`config.mk`:
```
export PLATFORM = sky130hd
export DESIGN_NAME = agp_port_bridge
export DESIGN_NICKNAME = d
export VERILOG_FILES = /design/src/port_bridge_pkg.sv /design/src/agp_port_bridge.sv
export SDC_FILE = /design/constraint.sdc
export NUM_CORES = 1
export LEC_CHECK = 0
export BUFFER_PORTS_ARGS = -buffer_cell sky130_fd_sc_hd__buf_2
export CORE_MARGIN = 2
export CORE_UTILIZATION = 35
export DETAILED_ROUTE_END_ITERATION = 12
export PLACE_DENSITY_LB_ADDON = 0.08
export SLEW_MARGIN = 20
export SYNTH_ARGS = -nofsm -noshare
export SYNTH_HDL_FRONTEND = slang
export SYNTH_SLANG_ARGS = --single-unit
```
`constraint.sdc`:
```
create_clock -name clk -period 3.32 [get_ports clk]
set_input_delay 0.166 -clock clk [delete_from_list [all_inputs] [get_ports clk]]
set_output_delay 0.166 -clock clk [all_outputs]
set_load 0.01 [all_outputs]
```
`src/port_bridge_pkg.sv`:
```
// Purpose: constants and types for the graphics port bridge
// Assumes: 32-bit axi4-lite register access, agp clock sampled by clk
// Notes: rule summary follows
//
// Function
// RULE1: serve normal and high priority requests to memory; never to hub.
// RULE2: pipelined and sideband memory accesses are not snooped.
// RULE3: frame protocol cycles always run at 1x; fast writes here run at the selected rate.
// RULE4: status reports quad-rate ability in rate capability bit 2.
// RULE5: rate bit 2 set at init gives 4x; rate then stays fixed.
// RULE6: 4x moves 16 bytes per clock; throttle block is 64 bytes.
// RULE7: 4x uses two data strobe complements and one sideband complement.
// RULE8: control signalling in 4x equals 1x and 2x; only strobing differs.
// RULE9: fast write only when control bit 1 and command bit 4 set.
// RULE10: capability enable resets 0; when set, status bit 4 reports support.
// RULE11: host and hub memory writes use fast write when both enabled; here a 2x or 4x rate with rate bit 0 clear is also needed.
// RULE12: rate bit 2 gives 4x, bit 1 2x; bit 0 gives plain 1x.
// RULE13: software sets exactly one of the three rate bits.
// RULE14: frame memory accesses are snooped; no lock or error signals.
// RULE15: the three memory read commands are identical; hub reads unclaimed.
// RULE16: memory write and write-invalidate are aliased and posted.
// RULE17: other frame commands are unclaimed so the master aborts.
// RULE18: locked target accesses not honoured; fast back-to-back accepted.
// RULE19: initiator issues read, read line, write only; no merge or back-to-back.
// RULE20: host io inside base-limit window goes to port; else to hub.
// RULE21: host config goes out as type 1; locked cycles go unlocked.
// RULE22: retried frame read becomes one delayed transaction capturing address, command.
// RULE23: master repeats read; device completes it then frees the slot.
package port_bridge_pkg;
    // ------------------------------------------------------------
    // register map
    // ------------------------------------------------------------
    localparam logic [7:0] ADDR_STATUS = 8'h00;
    localparam logic [7:0] ADDR_COMMAND = 8'h04;
    localparam logic [7:0] ADDR_CONTROL = 8'h08;
    localparam logic [7:0] ADDR_IO_BASE = 8'h0c;
    localparam logic [7:0] ADDR_IO_LIMIT = 8'h10;
    localparam logic [7:0] ADDR_DELAYED = 8'h14;
    localparam int BIT_RATE_4X = 2;
    localparam int BIT_RATE_2X = 1;
    localparam int BIT_RATE_1X = 0;
    localparam int BIT_FW_STATUS = 4;
    localparam int BIT_FW_PROTOCOL = 4;
    localparam int BIT_FW_CAPABILITY = 1;
    localparam logic [1:0] RESP_OKAY = 2'h0;
    localparam logic [1:0] RESP_SLVERR = 2'h2;
    // ------------------------------------------------------------
    // commands and rates
    // ------------------------------------------------------------
    localparam logic [3:0] CMD_INTACK = 4'h0;
    localparam logic [3:0] CMD_IO_RD = 4'h2;
    localparam logic [3:0] CMD_IO_WR = 4'h3;
    localparam logic [3:0] CMD_MEM_RD = 4'h6;
    localparam logic [3:0] CMD_MEM_WR = 4'h7;
    localparam logic [3:0] CMD_CFG_RD = 4'ha;
    localparam logic [3:0] CMD_CFG_WR = 4'hb;
    localparam logic [3:0] CMD_MEM_RD_MULT = 4'hc;
    localparam logic [3:0] CMD_MEM_RD_LINE = 4'he;
    localparam logic [3:0] CMD_MEM_WR_INV = 4'hf;
    localparam logic [4:0] BYTES_1X = 5'h04;
    localparam logic [4:0] BYTES_2X = 5'h08;
    localparam logic [4:0] BYTES_4X = 5'h10;
    localparam logic [6:0] BLOCK_CLOCKS = 7'h04;
    typedef enum logic [1:0] {
        RATE_1X = 2'b00,
        RATE_2X = 2'b01,
        RATE_4X = 2'b10
    } rate_t;
    typedef enum logic [1:0] {
        REQ_PIPE = 2'b00,
        REQ_SBA = 2'b01,
        REQ_FRAME = 2'b10
    } req_kind_t;
    typedef enum logic [1:0] {
        ANS_NONE = 2'b00,
        ANS_CLAIM = 2'b01,
        ANS_RETRY = 2'b10,
        ANS_DONE = 2'b11
    } answer_t;
    typedef struct packed {
        logic valid;
        req_kind_t kind;
        logic [3:0] cmd;
        logic [31:0] addr;
        logic hub_hit;
        logic locked;
    } agp_req_t;
    typedef struct packed {
        logic valid;
        logic write;
        logic high_prio;
        logic snoop;
        logic [31:0] addr;
    } mem_req_t;
    typedef struct packed {
        logic valid;
        logic [3:0] cmd;
        logic [31:0] addr;
        logic locked;
        logic from_hub;
    } host_req_t;
    typedef struct packed {
        logic valid;
        logic [3:0] cmd;
        logic [31:0] addr;
        logic fast_write;
        rate_t rate;
        logic cfg_type1;
        logic locked;
        logic to_hub;
    } out_cycle_t;
endpackage

```
`src/agp_port_bridge.sv`:
```
// Purpose: graphics port side of a host bridge
// Assumes: agp pins and agp clock come from outside and are synchronised
// Notes: a transaction-level view; pin timing is left to the phy
`timescale 1ns/1ps
module agp_port_bridge
    import port_bridge_pkg::*;
(
    input wire logic clk,
    input wire logic rst_b,
    input wire logic agp_clk,
    input wire agp_req_t agp_req,
    input wire logic mem_rd_done,
    input wire host_req_t host_req,
    output mem_req_t mem_req,
    output answer_t agp_answer,
    output out_cycle_t out_cycle,
    output logic [4:0] bytes_per_clk,
    output logic [6:0] block_bytes,
    output logic [1:0] ad_strobe_comp_en,
    output logic sba_strobe_comp_en,
    input wire logic [7:0] s_axi_awaddr,
    input wire logic s_axi_awvalid,
    output logic s_axi_awready,
    input wire logic [31:0] s_axi_wdata,
    input wire logic [3:0] s_axi_wstrb,
    input wire logic s_axi_wvalid,
    output logic s_axi_wready,
    output logic [1:0] s_axi_bresp,
    output logic s_axi_bvalid,
    input wire logic s_axi_bready,
    input wire logic [7:0] s_axi_araddr,
    input wire logic s_axi_arvalid,
    output logic s_axi_arready,
    output logic [31:0] s_axi_rdata,
    output logic [1:0] s_axi_rresp,
    output logic s_axi_rvalid,
    input wire logic s_axi_rready
);
    // ------------------------------------------------------------
    // functions
    // ------------------------------------------------------------
    function automatic logic mapped(input logic [7:0] a);
        mapped = (a == ADDR_STATUS) || (a == ADDR_COMMAND) ||
                 (a == ADDR_CONTROL) || (a == ADDR_IO_BASE) ||
                 (a == ADDR_IO_LIMIT) || (a == ADDR_DELAYED);
    endfunction

    function automatic logic is_mem_read(input logic [3:0] c);
        is_mem_read = (c == CMD_MEM_RD) || (c == CMD_MEM_RD_MULT) ||
                      (c == CMD_MEM_RD_LINE);
    endfunction

    // ------------------------------------------------------------
    // registers
    // ------------------------------------------------------------
    logic [2:0] rate_sel;
    logic rate_locked;
    logic fast_write_protocol_enable;
    logic fast_write_capability_enable;
    logic [31:0] io_base;
    logic [31:0] io_limit;
    logic dt_pending;
    logic dt_ready;
    logic [31:0] dt_addr;
    logic [3:0] dt_cmd;
    logic fast_write_on;
    rate_t rate_mode;
    logic wr_go;
    logic [31:0] port_status_register;
    logic [31:0] port_command_register;
    logic [31:0] port_control_register;

    // 4x wins, then 2x; bit 0 or nothing means 1x [RULE5] [RULE12]
    always_comb
    begin
        if (rate_sel[BIT_RATE_4X])
            rate_mode = RATE_4X;
        else if (rate_sel[BIT_RATE_2X])
            rate_mode = RATE_2X;
        else
            rate_mode = RATE_1X;
    end

    // both enables and a strobed rate are needed [RULE9] [RULE12]
    assign fast_write_on = fast_write_capability_enable &&
                           fast_write_protocol_enable &&
                           !rate_sel[BIT_RATE_1X] &&
                           (rate_sel[BIT_RATE_4X] || rate_sel[BIT_RATE_2X]);

    always_comb
    begin
        port_status_register = 32'h0;
        port_status_register[BIT_RATE_4X] = 1'b1; // [RULE4]
        port_status_register[BIT_FW_STATUS] =
            fast_write_capability_enable; // [RULE10]
        port_command_register = 32'h0;
        port_command_register[2:0] = rate_sel;
        port_command_register[BIT_FW_PROTOCOL] = fast_write_protocol_enable;
        port_control_register = 32'h0;
        port_control_register[BIT_FW_CAPABILITY] =
            fast_write_capability_enable;
    end

    // ------------------------------------------------------------
    // axi4-lite slave
    // ------------------------------------------------------------
    // address and data are taken together; simpler than buffering one
    assign wr_go = s_axi_awvalid && s_axi_wvalid && !s_axi_bvalid;
    assign s_axi_awready = wr_go;
    assign s_axi_wready = wr_go;
    assign s_axi_arready = !s_axi_rvalid;

    always_ff @(posedge clk or negedge rst_b)
    begin
        if (!rst_b)
        begin
            s_axi_bvalid <= 1'b0;
            s_axi_bresp <= RESP_OKAY;
        end
        else if (wr_go)
        begin
            s_axi_bvalid <= 1'b1;
            s_axi_bresp <= mapped(s_axi_awaddr) ? RESP_OKAY : RESP_SLVERR;
        end
        else if (s_axi_bready)
            s_axi_bvalid <= 1'b0;
    end

    always_ff @(posedge clk or negedge rst_b)
    begin
        if (!rst_b)
        begin
            rate_sel <= 3'h0;
            rate_locked <= 1'b0;
            fast_write_protocol_enable <= 1'b0;
            fast_write_capability_enable <= 1'b0; // [RULE10]
            io_base <= 32'h0;
            io_limit <= 32'h0;
        end
        else if (wr_go && s_axi_wstrb[0])
        begin
            case (s_axi_awaddr)
                ADDR_COMMAND:
                begin
                    // rate is taken once and never changes again [RULE5]
                    if (!rate_locked && (s_axi_wdata[2:0] != 3'h0))
                    begin
                        rate_sel <= s_axi_wdata[2:0];
                        rate_locked <= 1'b1;
                    end
                    fast_write_protocol_enable <=
                        s_axi_wdata[BIT_FW_PROTOCOL];
                end
                ADDR_CONTROL:
                    fast_write_capability_enable <=
                        s_axi_wdata[BIT_FW_CAPABILITY];
                ADDR_IO_BASE:
                    io_base <= s_axi_wdata;
                ADDR_IO_LIMIT:
                    io_limit <= s_axi_wdata;
                default:
                    rate_locked <= rate_locked;
            endcase
        end
    end

    always_ff @(posedge clk or negedge rst_b)
    begin
        if (!rst_b)
        begin
            s_axi_rvalid <= 1'b0;
            s_axi_rdata <= 32'h0;
            s_axi_rresp <= RESP_OKAY;
        end
        else if (s_axi_arvalid && !s_axi_rvalid)
        begin
            s_axi_rvalid <= 1'b1;
            s_axi_rresp <= mapped(s_axi_araddr) ? RESP_OKAY : RESP_SLVERR;
            case (s_axi_araddr)
                ADDR_STATUS: s_axi_rdata <= port_status_register;
                ADDR_COMMAND: s_axi_rdata <= port_command_register;
                ADDR_CONTROL: s_axi_rdata <= port_control_register;
                ADDR_IO_BASE: s_axi_rdata <= io_base;
                ADDR_IO_LIMIT: s_axi_rdata <= io_limit;
                ADDR_DELAYED: s_axi_rdata <= {30'h0, dt_ready, dt_pending};
                default: s_axi_rdata <= 32'h0;
            endcase
        end
        else if (s_axi_rready)
            s_axi_rvalid <= 1'b0;
    end

    // ------------------------------------------------------------
    // link sampling
    // ------------------------------------------------------------
    logic [1:0] agp_clk_sync;
    logic agp_clk_last;
    agp_req_t req_meta;
    agp_req_t req_sync;
    logic link_edge;

    always_ff @(posedge clk or negedge rst_b)
    begin
        if (!rst_b)
        begin
            agp_clk_sync <= 2'b00;
            agp_clk_last <= 1'b0;
            req_meta <= '0;
            req_sync <= '0;
        end
        else
        begin
            agp_clk_sync <= {agp_clk_sync[0], agp_clk};
            agp_clk_last <= agp_clk_sync[1];
            req_meta <= agp_req;
            req_sync <= req_meta;
        end
    end

    assign link_edge = agp_clk_sync[1] && !agp_clk_last;

    // ------------------------------------------------------------
    // target side
    // ------------------------------------------------------------
    logic take;
    logic is_frame;
    logic hp;
    logic rd_hit;

    assign take = link_edge && req_sync.valid;
    assign is_frame = (req_sync.kind == REQ_FRAME);
    assign hp = req_sync.cmd[0];
    assign rd_hit = dt_pending && (req_sync.addr == dt_addr) &&
                    (req_sync.cmd == dt_cmd);

    always_ff @(posedge clk or negedge rst_b)
    begin
        if (!rst_b)
        begin
            mem_req <= '0;
            agp_answer <= ANS_NONE;
        end
        else
        begin
            mem_req <= '0;
            agp_answer <= ANS_NONE;
            if (take && !is_frame)
            begin
                // hub hits still go to memory, never out to the hub [RULE1]
                mem_req.valid <= 1'b1;
                mem_req.write <= req_sync.cmd[2];
                mem_req.high_prio <= hp; // [RULE1]
                mem_req.snoop <= 1'b0; // [RULE2]
                mem_req.addr <= req_sync.addr;
                agp_answer <= ANS_CLAIM;
            end
            else if (take && !req_sync.hub_hit)
            begin
                // lock is ignored; each frame is taken on its own [RULE18]
                if (req_sync.cmd == CMD_MEM_WR ||
                    req_sync.cmd == CMD_MEM_WR_INV)
                begin
                    mem_req.valid <= 1'b1; // [RULE16]
                    mem_req.write <= 1'b1;
                    mem_req.snoop <= 1'b1; // [RULE14]
                    mem_req.addr <= req_sync.addr;
                    agp_answer <= ANS_CLAIM;
                end
                else if (is_mem_read(req_sync.cmd)) // [RULE15]
                begin
                    if (rd_hit && dt_ready)
                        agp_answer <= ANS_DONE; // [RULE23]
                    else
                        agp_answer <= ANS_RETRY; // [RULE22]
                    if (!dt_pending)
                    begin
                        mem_req.valid <= 1'b1;
                        mem_req.snoop <= 1'b1; // [RULE14]
                        mem_req.addr <= req_sync.addr;
                    end
                end
            end
            // every other command stays unclaimed: master abort [RULE17]
        end
    end

    // ------------------------------------------------------------
    // delayed transaction slot
    // ------------------------------------------------------------
    always_ff @(posedge clk or negedge rst_b)
    begin
        if (!rst_b)
        begin
            dt_pending <= 1'b0;
            dt_ready <= 1'b0;
            dt_addr <= 32'h0;
            dt_cmd <= 4'h0;
        end
        else if (take && is_frame && !req_sync.hub_hit &&
                 is_mem_read(req_sync.cmd))
        begin
            if (!dt_pending)
            begin
                // a single slot; other reads retry until it frees [RULE22]
                dt_pending <= 1'b1;
                dt_ready <= 1'b0;
                dt_addr <= req_sync.addr;
                dt_cmd <= req_sync.cmd;
            end
            else if (rd_hit && dt_ready)
            begin
                dt_pending <= 1'b0; // [RULE23]
                dt_ready <= 1'b0;
            end
            else if (mem_rd_done)
                dt_ready <= 1'b1;
        end
        else if (dt_pending && mem_rd_done)
            dt_ready <= 1'b1;
    end

    // ------------------------------------------------------------
    // initiator side
    // ------------------------------------------------------------
    logic io_cmd;
    logic io_in_window;

    assign io_cmd = (host_req.cmd == CMD_IO_RD) ||
                    (host_req.cmd == CMD_IO_WR);
    assign io_in_window = (host_req.addr >= io_base) &&
                          (host_req.addr <= io_limit);

    always_ff @(posedge clk or negedge rst_b)
    begin
        if (!rst_b)
            out_cycle <= '0;
        else
        begin
            out_cycle <= '0;
            if (host_req.valid)
            begin
                out_cycle.valid <= 1'b1;
                out_cycle.addr <= host_req.addr;
                out_cycle.locked <= 1'b0; // [RULE21]
                out_cycle.rate <= RATE_1X; // [RULE3]
                out_cycle.cmd <= host_req.cmd;
                case (host_req.cmd)
                    CMD_MEM_WR, CMD_MEM_WR_INV:
                    begin
                        // each write goes alone, no merging [RULE19]
                        out_cycle.cmd <= CMD_MEM_WR;
                        out_cycle.fast_write <= fast_write_on; // [RULE11]
                        out_cycle.rate <= fast_write_on ?
                            rate_mode : RATE_1X; // [RULE12]
                    end
                    CMD_MEM_RD_MULT:
                        out_cycle.cmd <= CMD_MEM_RD_LINE; // [RULE19]
                    CMD_CFG_RD, CMD_CFG_WR:
                        out_cycle.cfg_type1 <= 1'b1; // [RULE21]
                    CMD_IO_RD, CMD_IO_WR:
                        out_cycle.to_hub <= !io_in_window; // [RULE20]
                    default:
                        out_cycle.cmd <= host_req.cmd;
                endcase
                if (host_req.from_hub && is_mem_read(host_req.cmd))
                    out_cycle.to_hub <= 1'b1;
            end
        end
    end

    // ------------------------------------------------------------
    // data strobing
    // ------------------------------------------------------------
    // only strobes change with rate; control timing is untouched [RULE8]
    always_ff @(posedge clk or negedge rst_b)
    begin
        if (!rst_b)
        begin
            bytes_per_clk <= BYTES_1X;
            block_bytes <= 7'h0;
            ad_strobe_comp_en <= 2'b00;
            sba_strobe_comp_en <= 1'b0;
        end
        else
        begin
            case (rate_mode)
                RATE_4X: bytes_per_clk <= BYTES_4X; // [RULE6]
                RATE_2X: bytes_per_clk <= BYTES_2X;
                default: bytes_per_clk <= BYTES_1X;
            endcase
            block_bytes <= 7'((rate_mode == RATE_4X ? BYTES_4X :
                rate_mode == RATE_2X ? BYTES_2X : BYTES_1X) *
                BLOCK_CLOCKS); // [RULE6]
            ad_strobe_comp_en <= {2{rate_mode == RATE_4X}}; // [RULE7]
            sba_strobe_comp_en <= (rate_mode == RATE_4X); // [RULE7]
        end
    end
endmodule

```
==> flow_metrics.env <==
export IMPL_path_clk_slew_ns=0.06
export IMPL_fp_dieArea_um2=38200
export IMPL_worstSetupStartpoint="agp_clk_last"
export IMPL_firstDrtPassIters=4
export IMPL_drt_initial_drc_count=330
export IMPL_drive_gt1_share_pct=29.1
export IMPL_worstMarginPinSlew_ns=0.773
export IMPL_finalWorstSetupSlack_ns=1.00
export IMPL_final_common_cell="dfrtp_1"
export IMPL_p_int_w=0.00675
export IMPL_slowest_stage="or3_4"
export IMPL_via_per_inst=4.66
export IMPL_slowest_delay_ns=0.44
export IMPL_drcViolationCount=0
export IMPL_cp_data_required_time_ns=3.74
export IMPL_ir_worst_vdd_v=0.000307
export IMPL_hold_path_class="input port to flop"
export IMPL_fin_crit_ns=2.32
export IMPL_max_freq_mhz=432
export IMPL_dieWidth_um=195
export IMPL_clock_latency_ns=0.54
export IMPL_ys_warn_count=0
export IMPL_syn2layout_area_growth_pct=33.2
export IMPL_grt_max_degree=96
export IMPL_cts_root_buffer="clkbuf_16"
export IMPL_setup_viol=0
export IMPL_tns_ns=0
export IMPL_p_leak_nw=8.48
export IMPL_cts_tree="built"
export IMPL_status="completed"
export IMPL_synthArstFlopShare_pct=100
export IMPL_path_max_fanout=27
export IMPL_slew_violations=0
export IMPL_io_pins=278
export IMPL_portBuffers=263
export IMPL_hold_ws_ns=0.0275
export IMPL_syn_inst=1024
export IMPL_power_switching_w=0.00199
export IMPL_crit_chain="nor2b_4, nand3b_2, or2_4, or3_4, nor2_8, buf_12, mux2_2"
export IMPL_worstSetupStartpointType="flop"
export IMPL_rr_worst_depth=7
export IMPL_finalCritPeriodShare_pct=69.8
export IMPL_grt_pass1_vias=9111
export IMPL_synth_ff_type="dfrtp_1"
export IMPL_swShare_pct=22.8
export IMPL_clk_path_buf_depth=3
export IMPL_vias=8936
export IMPL_regToRegStartpoint="agp_clk_last"
export IMPL_clock_skew_ns=0.0143
export IMPL_min_delay_start="s_axi_awaddr[2]"
export IMPL_finalPower_w=0.00874
export IMPL_synth_top_area_share_pct=60.5
export IMPL_ys_ff_latch=311
export IMPL_gp_congestion=0.801
export IMPL_grtUsageTotal_pct=17.8
export IMPL_syn_area_per_cell_um2=12.5
export IMPL_min_delay_path_depth=4
export IMPL_layout_common_cells="dfrtp_1 (310), buf_2 (262), dlygate4sd3_1 (122)"
export IMPL_detail_route_wl_per_cell_um=17.2
export IMPL_antenna_found_initial=4
export IMPL_synth_top_cell_by_area="dfrtp_1"
export IMPL_max_cap_violations=0
export IMPL_finalHoldViolCount=0
export IMPL_pwr_density_cell_nw_per_um2=512
export IMPL_grt_ovfl_total=0
export IMPL_dp_hpwl_um=22600
export IMPL_yosysSeqAreaShare_pct=60.7
export IMPL_worstSetupEndpointType="flop"
export IMPL_start_util_pct=35.3
export IMPL_wl_um=33000
export IMPL_rsz0062_at_grt="false"
export IMPL_pre_cts_slack_ns=0.980
export IMPL_synth_cell_types=65
export IMPL_nets=1627
export IMPL_worstSetupPathType="flop to flop"
export IMPL_netlist_area_um2=12800
export IMPL_core_um2=36300
export IMPL_post_cts_setup_buffers=0
export IMPL_cts_buffers=36
export IMPL_fp_dieH_um=195
export IMPL_synth_edff_count=0
export IMPL_antenna_left=0
export IMPL_ctsHtreeMaxLevel=2
export IMPL_clkPwrFrac_pct=46.2
export IMPL_p_seq_share_pct=45.9
export IMPL_pwr_share_comb_pct=8.0
export IMPL_worstPathArrival_ns=2.74
export IMPL_relSlewSlack_pct=48.4
export IMPL_cts_sinks=311
export IMPL_synth_area_leaders="dfrtp_1 (60%), ha_1 (6.2%), mux2_2 (4.0%)"
export IMPL_grt_pass1_wl_um=52300
export IMPL_fp_row_count=70
## cell usage after synthesis, types with 2 or more instances
library cell and instances:
nor3b_1 6, dfrtp_1 310, mux2_4 28, nand2_1 88, and2_1 69, ha_1 64
a31oi_1 3, nor2_1 18, mux2_2 45, clkbuf_2 2, nand4_1 14, a21o_1 6
nand3_1 13, buf_6 3, buf_12 3, nor4_1 10, buf_4 16, a21oi_1 25
clkbuf_1 20, o21ai_1 30, nand2b_1 3, nor3_1 4, xor2_1 33, buf_2 4
nor2b_1 7, inv_1 72, a221oi_1 4, a211oi_1 6, nor3_4 2, o21ai_0 52
a22oi_1 29, o31ai_1 2
## worst max-delay path: cells and delay by family, from the launching register on
| family | cells | cell delay [ns] |
|---|---|---|
| flops | 1 | 0.39 |
| simple gates | 5 | 1.16 |
| mux | 1 | 0.36 |
| buf+inv | 1 | 0.28 |
## registers in the layout (all words and copies together) (netlist names), 2 cells and up
register and count:
bytes_per_clk 2, s_axi_rdata 32, block_bytes 2, agp_clk_sync 2, out_cycle 42, dt_cmd 4, agp_answer 2, rate_sel 3
io_base 32, mem_req 36, req_sync 39, io_limit 32, req_meta 40, dt_addr 32
## kinds of logic (layout without fill, tap and decap cells)
kind of cell | after synthesis | after routing | synth area share (%)
and+or+nand+nor | 250 | 250 | 10.8
other | 1 | 12 | 0.0292
AOI/OAI and AO/OA | 171 | 171 | 8.11
DFF | 311 | 311 | 60.7
adders and majority gates | 64 | 64 | 6.24
muxes | 73 | 73 | 7.23
xor gates and xnor gates | 34 | 34 | 2.32
buffers and inverters | 120 | 535 | 4.60
## worst paths after layout
path	to	slack (ns)
max	dt_addr[2]	1.00
min	io_limit[4]	0.03
max reg2reg	dt_addr[2]	1.00
min reg2reg	req_sync[40]	0.34
max in group asynchronous	io_base[24]	2.20
min in group asynchronous	mem_req[24]	0.27
## power groups by stage
stage                     Sequential, W  Combinational, W  Clock (W)
after floorplan                 0.00409          0.000243          0
final                           0.00401          0.000695    0.00404
after global placement          0.00408          0.000591          0
after global routing            0.00403          0.000781    0.00433
after CTS                       0.00401          0.000715    0.00417
after detailed placement        0.00408          0.000593          0
## metrics by stage
step                utilization [%]  std cells  cell area (um2)
global placement               40.3       1730            14600
detailed placement             40.3       1730            14600
global route                   47.0       1918            17100
finish                         47.0       1918            17100
floorplan                         -       1032            12900
CTS                            47.0       1915            17100
## timing repair
item,in CTS,in global routing
endpoints found under the hold margin,243,0
hold buffers,122,0
resized for setup,0,0
## final cells by class
cell class                      count  area (um2)
Timing Repair Buffer              400        2740
Inverter                           72         270
Sequential cell                   311        7780
Antenna cell                        3        7.51
Multi-Input combinational cell    601        4490
Tap cell                          468         586
Fill cell                        3364       19300
Clock buffer                       53        1080
Clock inverter                     10         136
## metal layers
layer	share of wire [%]	vias to the layer above	wire length [um]	GRT usage [%]
li1	-	4287	-	-
met4	2.4	2	779	6.02
met3	5.1	55	1680	4.04
met2	47	195	15600	28.4
met5	0.045	-	15	0
met1	45	4397	14900	24.0
(Power assumes the default switching activity.)
